**config.mk**
```make
export PLATFORM = sky130hd
export DESIGN_NAME = pci_cfg_rom_cap_int_regs
export DESIGN_NICKNAME = d
export VERILOG_FILES = /design/src/hw/cfg_hdr_pkg.sv /design/src/hw/byte_field_reg.sv /design/src/hw/rom_base_reg.sv /design/src/hw/pci_cfg_rom_cap_int_regs.sv
export SDC_FILE = /design/constraint.sdc
export NUM_CORES = 1
export LEC_CHECK = 0
export ABC_AREA = 1
export ABC_CLOCK_PERIOD_IN_PS = 1400
export BUFFER_PORTS_ARGS = -buffer_cell sky130_fd_sc_hd__buf_2
export CAP_MARGIN = 40
export CORE_AREA = 2 2 97 108
export CTS_CLUSTER_DIAMETER = 60
export DETAILED_ROUTE_END_ITERATION = 10
export DIE_AREA = 0 0 99 110
export PLACE_DENSITY = 0.73
export REMOVE_ABC_BUFFERS = 1
export SYNTH_ARGS = -nofsm -noshare
export SYNTH_HDL_FRONTEND = slang
export SYNTH_SLANG_ARGS = --single-unit
```
**constraint.sdc**
```tcl
create_clock -name mclk_i -period 1.4 [get_ports mclk_i]
set_input_delay 0.07 -clock mclk_i [delete_from_list [all_inputs] [get_ports mclk_i]]
set_output_delay 0.07 -clock mclk_i [all_outputs]
set_load 0.02 [all_outputs]
```
**src/hw/cfg_hdr_pkg.sv**
```systemverilog
// constants for the rom, capability pointer and interrupt select configuration registers
package cfg_hdr_pkg;

	// ----------------------------------------------------------------
	// register offsets (byte addresses in configuration space)
	// ----------------------------------------------------------------
	localparam logic [7:0] BOOT_ROM_BASE_ENABLE_OFS = 8'h30;
	localparam logic [7:0] CAPABILITY_LIST_POINTER_OFS = 8'h34;
	localparam logic [7:0] INTERRUPT_AND_LATENCY_SELECT_OFS = 8'h3C;

	// ----------------------------------------------------------------
	// field positions
	// ----------------------------------------------------------------
	localparam int ROM_BASE_LSB = 16;
	localparam int ROM_BASE_W = 16;
	localparam int ROM_DECODE_ENABLE_BIT = 0;
	localparam int MAX_LATENCY_LSB = 24;
	localparam int MIN_GRANT_LSB = 16;
	localparam int INTERRUPT_PIN_LSB = 8;
	localparam int INTERRUPT_LINE_LSB = 0;

	// ----------------------------------------------------------------
	// reset and fixed values
	// ----------------------------------------------------------------
	localparam logic [31:0] BOOT_ROM_RESET = 32'h0000_0000;
	localparam logic [31:0] CAPABILITY_LIST_POINTER_RESET = 32'h0000_0040;
	localparam logic [31:0] INTERRUPT_SELECT_RESET = 32'h340B_0100;
	localparam logic [7:0] CAPABILITY_LIST_OFFSET = 8'h40;
	localparam logic [7:0] MAX_LATENCY_RESET = 8'h34;
	localparam logic [7:0] MIN_GRANT_RESET = 8'h0B;
	localparam logic [7:0] INTERRUPT_PIN_VALUE = 8'h01;
	localparam logic [7:0] INTERRUPT_LINE_RESET = 8'h00;

endpackage : cfg_hdr_pkg

```
**src/hw/byte_field_reg.sv**
```systemverilog
// one byte of storage with byte-enabled write and an extra load port
`timescale 1ns/1ps
module byte_field_reg
	import cfg_hdr_pkg::*;
#(
	parameter logic [7:0] RESET_VAL = 8'h00
)(
	input wire logic mclk_i,
	input wire logic reset_n_i,
	input wire logic ce_i,
	input wire logic soft_reset_i,
	input wire logic wr_i,
	input wire logic [7:0] wdata_i,
	input wire logic load_i,
	input wire logic [7:0] load_data_i,
	output logic [7:0] q_o
);
	logic [7:0] field_q;
	logic [7:0] field_d;

	// the loader has priority over a host write landing in the same cycle
	assign field_d = load_i ? load_data_i : (wr_i ? wdata_i : field_q);

	// soft reset freezes the field here, blocking writes and loads; only hard reset reloads
	always_ff @(posedge mclk_i)
	begin
		if (!reset_n_i)
			field_q <= RESET_VAL;
		else if (ce_i && !soft_reset_i)
			field_q <= field_d;
	end

	assign q_o = field_q;
endmodule : byte_field_reg

```
**src/hw/rom_base_reg.sv**
```systemverilog
// boot rom base address and decode enable storage
`timescale 1ns/1ps
module rom_base_reg
	import cfg_hdr_pkg::*;
(
	input wire logic mclk_i,
	input wire logic reset_n_i,
	input wire logic ce_i,
	input wire logic wr_i,
	input wire logic [3:0] be_i,
	input wire logic [31:0] wdata_i,
	output logic [15:0] rom_base_o,
	output logic rom_en_o
);
	logic [15:0] base_q;
	logic [15:0] base_d;
	logic en_q;
	logic en_d;

	// byte lanes 2 and 3 carry the base; lane 0 carries the enable
	assign base_d[7:0] = (wr_i && be_i[2]) ? wdata_i[23:16] : base_q[7:0];
	assign base_d[15:8] = (wr_i && be_i[3]) ? wdata_i[31:24] : base_q[15:8];
	assign en_d = (wr_i && be_i[0]) ? wdata_i[ROM_DECODE_ENABLE_BIT] : en_q;

	always_ff @(posedge mclk_i)
	begin
		if (!reset_n_i)
		begin
			base_q <= BOOT_ROM_RESET[31:16];
			en_q <= BOOT_ROM_RESET[0];
		end
		else if (ce_i)
		begin
			base_q <= base_d;
			en_q <= en_d;
		end
	end

	assign rom_base_o = base_q;
	assign rom_en_o = en_q;
endmodule : rom_base_reg

```
**src/hw/pci_cfg_rom_cap_int_regs.sv**
```systemverilog
// configuration registers for boot rom, capability pointer and interrupt select
//
// How it works
// host writes rom base in bits 31-16; it sets boot rom decode address.
// rom size bits 15-11 and unused bits 10-1 always read zero.
// rom enable set selects boot rom decode and blocks operational targets.
// capability pointer is read-only, low byte 40h, upper bits zero.
// maximum latency top byte initialises to 52 decimal.
// minimum grant bits 23-16 initialise to 11 decimal.
// both latency and grant fields may be reloaded from eeprom.
// interrupt pin field is read-only, always one.
// interrupt line low byte is read-write storage for host.
// hard reset loads 340b0100h into interrupt select; soft reset keeps it.
// hard reset clears boot rom register; soft reset keeps it.
// hard reset loads 00000040h into capability pointer; soft reset keeps it.
// writes to read-only and unused bits are ignored.
`timescale 1ns/1ps
module pci_cfg_rom_cap_int_regs
	import cfg_hdr_pkg::*;
(
	input wire logic mclk_i,
	input wire logic reset_n_i,
	input wire logic ce_i,
	input wire logic soft_reset_i,
	input wire logic cfg_wr_i,
	input wire logic cfg_rd_i,
	input wire logic [7:0] cfg_addr_i,
	input wire logic [3:0] cfg_be_i,
	input wire logic [31:0] cfg_wdata_i,
	input wire logic ee_load_i,
	input wire logic [7:0] ee_max_latency_i,
	input wire logic [7:0] ee_min_grant_i,
	output logic [31:0] cfg_rdata_o,
	output logic cfg_hit_o,
	output logic [15:0] rom_base_field_o,
	output logic rom_decode_enable_o,
	output logic operational_decode_enable_o,
	output logic [7:0] max_latency_field_o,
	output logic [7:0] min_grant_field_o,
	output logic [7:0] interrupt_line_field_o
);
	// ----------------------------------------------------------------
	// address decode
	// ----------------------------------------------------------------
	logic sel_rom;
	logic sel_cap;
	logic sel_int;
	logic wr_rom;
	logic wr_int;

	// soft reset gates writes too, so no stored field changes while it is held; read data and hit still update
	assign sel_rom = (cfg_addr_i == BOOT_ROM_BASE_ENABLE_OFS);
	assign sel_cap = (cfg_addr_i == CAPABILITY_LIST_POINTER_OFS);
	assign sel_int = (cfg_addr_i == INTERRUPT_AND_LATENCY_SELECT_OFS);
	assign wr_rom = cfg_wr_i && sel_rom && !soft_reset_i;
	assign wr_int = cfg_wr_i && sel_int && !soft_reset_i;

	// ----------------------------------------------------------------
	// boot rom register
	// ----------------------------------------------------------------
	logic [15:0] rom_base;
	logic rom_en;

	// only base and enable are stored; size and unused bits have no flops
	rom_base_reg u_rom
	(
		.mclk_i(mclk_i),
		.reset_n_i(reset_n_i),
		.ce_i(ce_i),
		.wr_i(wr_rom),
		.be_i(cfg_be_i),
		.wdata_i(cfg_wdata_i),
		.rom_base_o(rom_base),
		.rom_en_o(rom_en)
	);

	// ----------------------------------------------------------------
	// interrupt select register
	// ----------------------------------------------------------------
	logic [7:0] max_lat;
	logic [7:0] min_gnt;
	logic [7:0] int_line;

	// latency and grant: reset defaults, host byte writes and eeprom loads
	byte_field_reg #(.RESET_VAL(MAX_LATENCY_RESET)) u_max_lat
	(
		.mclk_i(mclk_i),
		.reset_n_i(reset_n_i),
		.ce_i(ce_i),
		.soft_reset_i(soft_reset_i),
		.wr_i(wr_int && cfg_be_i[3]),
		.wdata_i(cfg_wdata_i[31:24]),
		.load_i(ee_load_i),
		.load_data_i(ee_max_latency_i),
		.q_o(max_lat)
	);

	byte_field_reg #(.RESET_VAL(MIN_GRANT_RESET)) u_min_gnt
	(
		.mclk_i(mclk_i),
		.reset_n_i(reset_n_i),
		.ce_i(ce_i),
		.soft_reset_i(soft_reset_i),
		.wr_i(wr_int && cfg_be_i[2]),
		.wdata_i(cfg_wdata_i[23:16]),
		.load_i(ee_load_i),
		.load_data_i(ee_min_grant_i),
		.q_o(min_gnt)
	);

	// interrupt line: host storage only, no eeprom path
	byte_field_reg #(.RESET_VAL(INTERRUPT_LINE_RESET)) u_int_line
	(
		.mclk_i(mclk_i),
		.reset_n_i(reset_n_i),
		.ce_i(ce_i),
		.soft_reset_i(soft_reset_i),
		.wr_i(wr_int && cfg_be_i[0]),
		.wdata_i(cfg_wdata_i[7:0]),
		.load_i(1'b0),
		.load_data_i(8'h00),
		.q_o(int_line)
	);

	// ----------------------------------------------------------------
	// read mux
	// ----------------------------------------------------------------
	logic [31:0] rom_word;
	logic [31:0] cap_word;
	logic [31:0] int_word;
	logic [31:0] rdata_d;

	// fixed fields are wired constants, so writes cannot reach them
	assign rom_word = {rom_base, 15'h0000, rom_en};
	assign cap_word = {24'h000000, CAPABILITY_LIST_OFFSET};
	assign int_word = {max_lat, min_gnt, INTERRUPT_PIN_VALUE, int_line};
	assign rdata_d = sel_rom ? rom_word :
		sel_cap ? cap_word :
		sel_int ? int_word : 32'h0000_0000;

	// read data and hit are registered, one cycle after the request
	always_ff @(posedge mclk_i)
	begin
		if (!reset_n_i)
		begin
			cfg_rdata_o <= 32'h0000_0000;
			cfg_hit_o <= 1'b0;
		end
		else if (ce_i)
		begin
			cfg_rdata_o <= cfg_rd_i ? rdata_d : 32'h0000_0000;
			cfg_hit_o <= (cfg_rd_i || cfg_wr_i) && (sel_rom || sel_cap || sel_int);
		end
	end

	// ----------------------------------------------------------------
	// output staging, straight from flops
	// ----------------------------------------------------------------
	always_ff @(posedge mclk_i)
	begin
		if (!reset_n_i)
		begin
			rom_base_field_o <= BOOT_ROM_RESET[31:16];
			rom_decode_enable_o <= 1'b0;
			operational_decode_enable_o <= 1'b1;
			max_latency_field_o <= MAX_LATENCY_RESET;
			min_grant_field_o <= MIN_GRANT_RESET;
			interrupt_line_field_o <= INTERRUPT_LINE_RESET;
		end
		else if (ce_i)
		begin
			rom_base_field_o <= rom_base;
			rom_decode_enable_o <= rom_en;
			operational_decode_enable_o <= !rom_en;
			max_latency_field_o <= max_lat;
			min_grant_field_o <= min_gnt;
			interrupt_line_field_o <= int_line;
		end
	end
endmodule : pci_cfg_rom_cap_int_regs

```
==> results.md, run 1 <==
- Worst hold margin: 0.0454 ns
- Via density: 4.88
- PD cells: 1020 nW/um^2
- Placed insts: 857
- Clock Skew: 0.00535 ns
- Cts bufs inserted: 9
- Row count: 38
- Overflow left after global routing: 0
- Vias: 4372
- Chip height: 110 um
- TritonCTS Sinks: 109
- GRT Total Usage: 22.6%
- Critical Path AT: 0.92 ns
- Die ar.: 10900 um^2
- Clock-pin slew on the worst setup and hold paths: 0.10 ns
- DP HPWL: 8.38 mm
- Clock Path Buffers: 2
- CP Launch Type: flip-flop
- Worst Slack Setup Final: 0.408 ns
- Maximum fanout along the worst path: 2
- Least-Margin Pin Slew: 0.581 ns
- Cell Chain, Critical Path: buf_2
- Post-route minimum period: 0.992 ns
- Final Hold Vio Count: 0
- Die Span X: 99 um
- Count of final setup violators: 0
- Synth cell types: 25
- Fin crit share: 70.9%
- Wire length per cell: 13.6 um
- Syn Area/Cell: 7.20 um^2
- Status: complete, no violations
- DRC: 0
- Commonest non-fill, non-tap cell in the layout: nand2_1
- N_diodes: 0
- Vias in the first global route: 4135
- Cell Area, Synth: 4530 um^2
- Place WS: 0.0253 ns
- 1st-pass router iterations: 4
- Area delta synth->final: 25.3%
- Buf+Inv Stages, Crit Path: 1
- Max-cap violations: 0
- Fmax: 1010 MHz
- Post-synth top area share: 48.2%
- Root Driver: clkbuf_8
- Crit end category: output port
- Area leader, netlist: dfxtp_1
- CP peak stage delay: 0.37 ns
- Layout cell share with drive strength beyond 1: 22.7%
- RSZ-0062 raised after global routing: false
- Synth area leaders: dfxtp_1 (48%), nand2_1 (17%), a21oi_1 (7.4%), nor2_1 (6.0%), nand3_1 (4.6%)
- Clock latency on the worst-skew pair: 0.37 ns
- CORE AREA: 9750 um^2
- Cells after synthesis: 629
- Htree depth: 3
- Total routed wirelength: 12.2 mm
- Final cell count without fillers: 896
- First-pass GRT wire length: 19.3 mm
- Setup bufs post-CTS: 0
- Most frequent cells in the layout: nand2_1 (206), buf_2 (125), dfxtp_1 (109)
- Final setup TNS: 0 ns
- Critical Path RT: 1.33 ns
- CTS tree: done
- Slew Viols, Final: 0
- Crit-path leading delay family: flip-flops
- Slowest stage cell on the critical path: dfxtp_1
- Drt initial violations: 156
- Sequential-to-total area share from yosys stat: 48.2%
- Largest net degree at the start of global routing: 53
- LEAKAGE: 2.79 nW
- R2r setup slk: 0.58 ns
- PortBufs: 125
- Worst setup path category: flip-flop to output port
- Headroom to the max-slew limit: 61.0%
- Nets: 839
- FF+latch count, synth: 109
- Routability cong.: 0.856
- Synth warnings: 0
- Min-delay worst type: primary input to flip-flop
- Ports: 142
- Worst IR Drop VDD: 550 uV
- Starting density of the core: 46.5%
- Fill cells: 927
- Final ANT Viol Nets: 0
- Initial antenna violation count: 0
## synth_stat cells, drive strengths merged
library cell and count:
a211oi 1, a21oi 67, buf 27, clkbuf 19, clkinv 1, conb 1
dfxtp 109, inv 27, mux2i 10, nand2 212, nand3 42, nand3b 1
nor2 77, nor3 1, o21a 1, o21ai 32, o21bai 1
## cells by family after synthesis
kind of cell	synth area share [%]
simple gates	30.2
mux	2.21
other cells	0.0828
flops	48.2
buf+inv	7.95
compound gates	11.4
## worst paths after layout
kind / start / endpoint / cells after the start
hold / removal: ee_min_grant_i[4] / u_min_gnt.q_o[4]$_SDFFE_PN0P_ / 5
setup / recovery: rom_base_field_o[4]$_SDFFE_PN0P_ / rom_base_field_o[4] / 1
setup reg to reg: u_rom.rom_en_o$_SDFFE_PN0P_ / rom_decode_enable_o$_SDFFE_PN0P_ / 3
hold reg to reg: operational_decode_enable_o$_SDFFE_PN1P_ / operational_decode_enable_o$_SDFFE_PN1P_ / 2
## layout make-up
class                      count  area [um^2]  share of cell area, %
sequential                   109         2180                   38.4
inverter                      28          105                   1.85
tap                          120          150                   2.64
multi-input combinational    452         2010                   35.4
timing repair buffer         172         1040                   18.3
clock inverter                 4         48.8                  0.860
clock buffer                  11          141                   2.49
## metal layers
metal	share of wire, %	global-route usage (%)	vias to the layer above
met5	0	0	-
met4	3.1	10.4	0
met3	4.8	4.54	27
met2	50	39.3	127
met1	42	27.0	1952
li1	-	-	2266
## flip-flops by register name, summed over array words and instances (netlist names), 8 cells and up
register / flops
u_min_gnt.q_o: 8
u_max_lat.q_o: 8
u_rom.rom_base_o: 16
u_int_line.q_o: 8
interrupt_line_field_o: 8
cfg_rdata_o: 25
min_grant_field_o: 8
max_latency_field_o: 8
rom_base_field_o: 16
## where the power goes
group / total, mW / leakage, nW / internal, mW / switching, mW
logic: 0.677 / 1.80 / 0.261 / 0.416
clock network: 1.89 / 0.0992 / 0.866 / 1.03
registers: 3.23 / 0.887 / 3.18 / 0.0465
## through the flow
stage               util (%)  power [mW]  cell area [um^2]
global route            58.2        6.06              5680
global placement        53.8        3.91              5250
detailed placement      53.8        3.92              5250
CTS                     58.2        5.83              5680
finish                  58.2        5.80              5680
floorplan                  -        3.60              4300
## timing repair
item,CTS,global route
hold endpoints to repair,25,0
resized for setup,0,0
hold buffers,24,0
Note: power is estimated with default switching activity, not from simulation.
==> run 2: changes to the inputs <==
ABC_CLOCK_PERIOD_IN_PS = 900   (was 1400)
CORE_AREA = 2 2 98 110   (was 2 2 97 108)
DIE_AREA = 0 0 100 112   (was 0 0 99 110)
PLACE_DENSITY = 0.74   (was 0.73)
clock period = 0.9 ns   (was 1.4 ns; I/O delays follow)
==> run 2 against run 1 <==
  * The run now ends with negative setup slack left
  * First-iteration DRC count up 130%
  * Via count rose by 6.5%
  * Final cell count grew 1.7%
  * Setup slack got worse by 0.43 ns
  * Largest power group unchanged
  * Sequential power rose by 56%
  * Sequential cell count is the same
  * Die area up 2.8%
  * Register-to-register slack worse by 0.47 ns
  * Worst hold slack got worse by 0.0056 ns
  * Largest cell class unchanged
  * Combinational power grew 89%
==> results.md, run 2 (synthesized netlist as in run 1, its figures left out) <==
- Status: finished with violations
- Violated checks: negative setup slack
- Slowest stage cell on the critical path: nor3_4
- Clock latency on the worst-skew pair: 0.34 ns
- Slew Viols, Final: 0
- CTS tree: done
- Flop pwr share: 49.6%
- Top layer in use: met4
- Most frequent cells in the layout: nand2_1 (193), buf_4 (85), dfxtp_1 (75)
- CP peak stage delay: 0.20 ns
- PortBufs: 125
- Drt initial violations: 366
- Pint: 7.72 mW
- Maximum fanout along the worst path: 8
- RSZ-0062 raised after global routing: true
- Wire length per cell: 14.9 um
- Worst IR Drop VDD: 899 uV
- CORE AREA: 10100 um^2
- Min-delay worst type: primary input to flip-flop
- Overflow left after global routing: 0
- GRT Total Usage: 23.0%
- Place WS: -0.433 ns
- Nets: 852
- Vias: 4656
- Sw frac: 24.1%
- DRC: 0
- Row count: 39
- Met2 wire length: 6.91 mm
- Clock-pin slew on the worst setup and hold paths: 0.07 ns
- Final Hold Vio Count: 0
- CP Launch Type: primary input
- Max-cap violations: 0
- Initial antenna violation count: 0
- Met3 wire length: 774 um
- Final Instance Area: 6470 um^2
- Crit end category: flip-flop
- Number of flip-flops in the largest register: 25
- Comb power frac: 12.6%
- N_diodes: 0
- Placement Cell Area: 5410 um^2
- Biggest register: cfg_rdata_o
- Ports: 142
- Via density: 5.11
- Clk network pwr share: 37.8%
- Area delta synth->final: 42.8%
- Clock Skew: 0.00502 ns
- Cell Chain, Critical Path: buf_2 > nor2_4 > nand2_4 > buf_12 > nor3_4 > buf_12 > nand2_8 > nand2_1 > nand2_1 > nor2_1
- Worst hold margin: 0.0398 ns
- Post-route minimum period: 0.917 ns
- Final ANT Viol Nets: 0
- Htree depth: 3
- Cts bufs inserted: 9
- Worst Slack Setup Final: -0.0174 ns
- Fin crit share: 102%
- DP HPWL: 8.86 mm
- Total routed wirelength: 13.5 mm
- Die Span X: 100 um
- 1st-pass router iterations: 5
- Layout cell share with drive strength beyond 1: 32.5%
- Root Driver: clkbuf_16
- Die ar.: 11200 um^2
- Count of final setup violators: 4
- First-pass GRT wire length: 20.5 mm
- Chip height: 112 um
- Starting density of the core: 44.6%
- PD cells: 1570 nW/um^2
- Post-Route Utilization: 63.7%
- Largest net degree at the start of global routing: 49
- LEAKAGE: 2.96 nW
- Fmax: 1090 MHz
- Worst setup path category: primary input to flip-flop
- Final setup TNS: -0.0404 ns
- TritonCTS Sinks: 109
- Vias in the first global route: 4305
- Critical Path AT: 1.20 ns
- Clock Path Buffers: 2
- M1 WL: 5.58 mm
- Commonest non-fill, non-tap cell in the layout: nand2_1
- Routability cong.: 0.847
- NetSw: 2.45 mW
- Critical Path RT: 1.18 ns
-- run 2: cell count changes in the layout (fill, tap and decap cells not counted), sizes merged --
| cell | previous run | this run |
|---|---|---|
| dlygate4sd3 | 24 | 25 |
| clkbuf | 11 | 13 |
| clkinv | 4 | 2 |
| buf | 148 | 157 |
| nand2 | 212 | 214 |
-- run 2: path summary, 6_finish.rpt --
check / slack (ns) / startpoint / cells after the start / end
setup / recovery: -0.02 / cfg_addr_i[6] / 10 / u_rom.rom_base_o[8]$_SDFFE_PN0P_
hold / removal: 0.04 / cfg_be_i[0] / 4 / u_rom.rom_en_o$_SDFFE_PN0P_
setup reg to reg: 0.11 / u_rom.rom_en_o$_SDFFE_PN0P_ / 3 / rom_decode_enable_o$_SDFFE_PN0P_
hold reg to reg: 0.45 / rom_decode_enable_o$_SDFFE_PN0P_ / 1 / rom_decode_enable_o$_SDFFE_PN0P_
-- run 2: routing by layer --
| metal | up-vias | GRT usage, % |
|---|---|---|
| met5 | - | 0 |
| met4 | 0 | 7.58 |
| met3 | 22 | 4.33 |
| met2 | 150 | 40.5 |
| met1 | 2174 | 28.2 |
| li1 | 2310 | - |
-- run 2: worst max-delay path, delay by kind of cell --
kind	cells	cell delay, ns
buffers and inverters	3	0.44
and+or+nand+nor	7	0.72
-- run 2: metrics by stage --
stage / total power [mW] / instances
final: 10.2 / 911
after global placement: 6.16 / 866
after floorplan: 5.59 / 589
after CTS: 10.1 / 907
after detailed placement: 6.19 / 866
after global routing: 10.6 / 911
-- run 2: area by class of cell --
type | instances | area, um^2
Clock inverter | 2 | 35.0
Fill cell | 851 | 3680
Timing Repair Buffer | 183 | 1480
Inverter | 28 | 105
Tap cell | 123 | 154
Multi-Input combinational cell | 454 | 2220
Sequential cell | 109 | 2230
Clock buffer | 12 | 246
-- run 2: power groups by stage --
stage          Combinational [mW]  Clock (mW)  Sequential, mW
2_1_floorplan               0.358           0            5.23
3_3_place_gp                 1.03           0            5.13
3_5_place_dp                 1.05           0            5.14
4_1_cts                      1.17        3.91            5.03
5_1_grt                      1.38        4.13            5.06
6_report                     1.28        3.84            5.05
-- run 2: what timing repair did --
action	in CTS	in global routing
resized for setup	39	122
endpoints found under the setup margin	72	122
cloned	1	2
endpoints found under the hold margin	25	0
buffers inserted	1	4
pin swaps	2	14
hold buffers	25	0
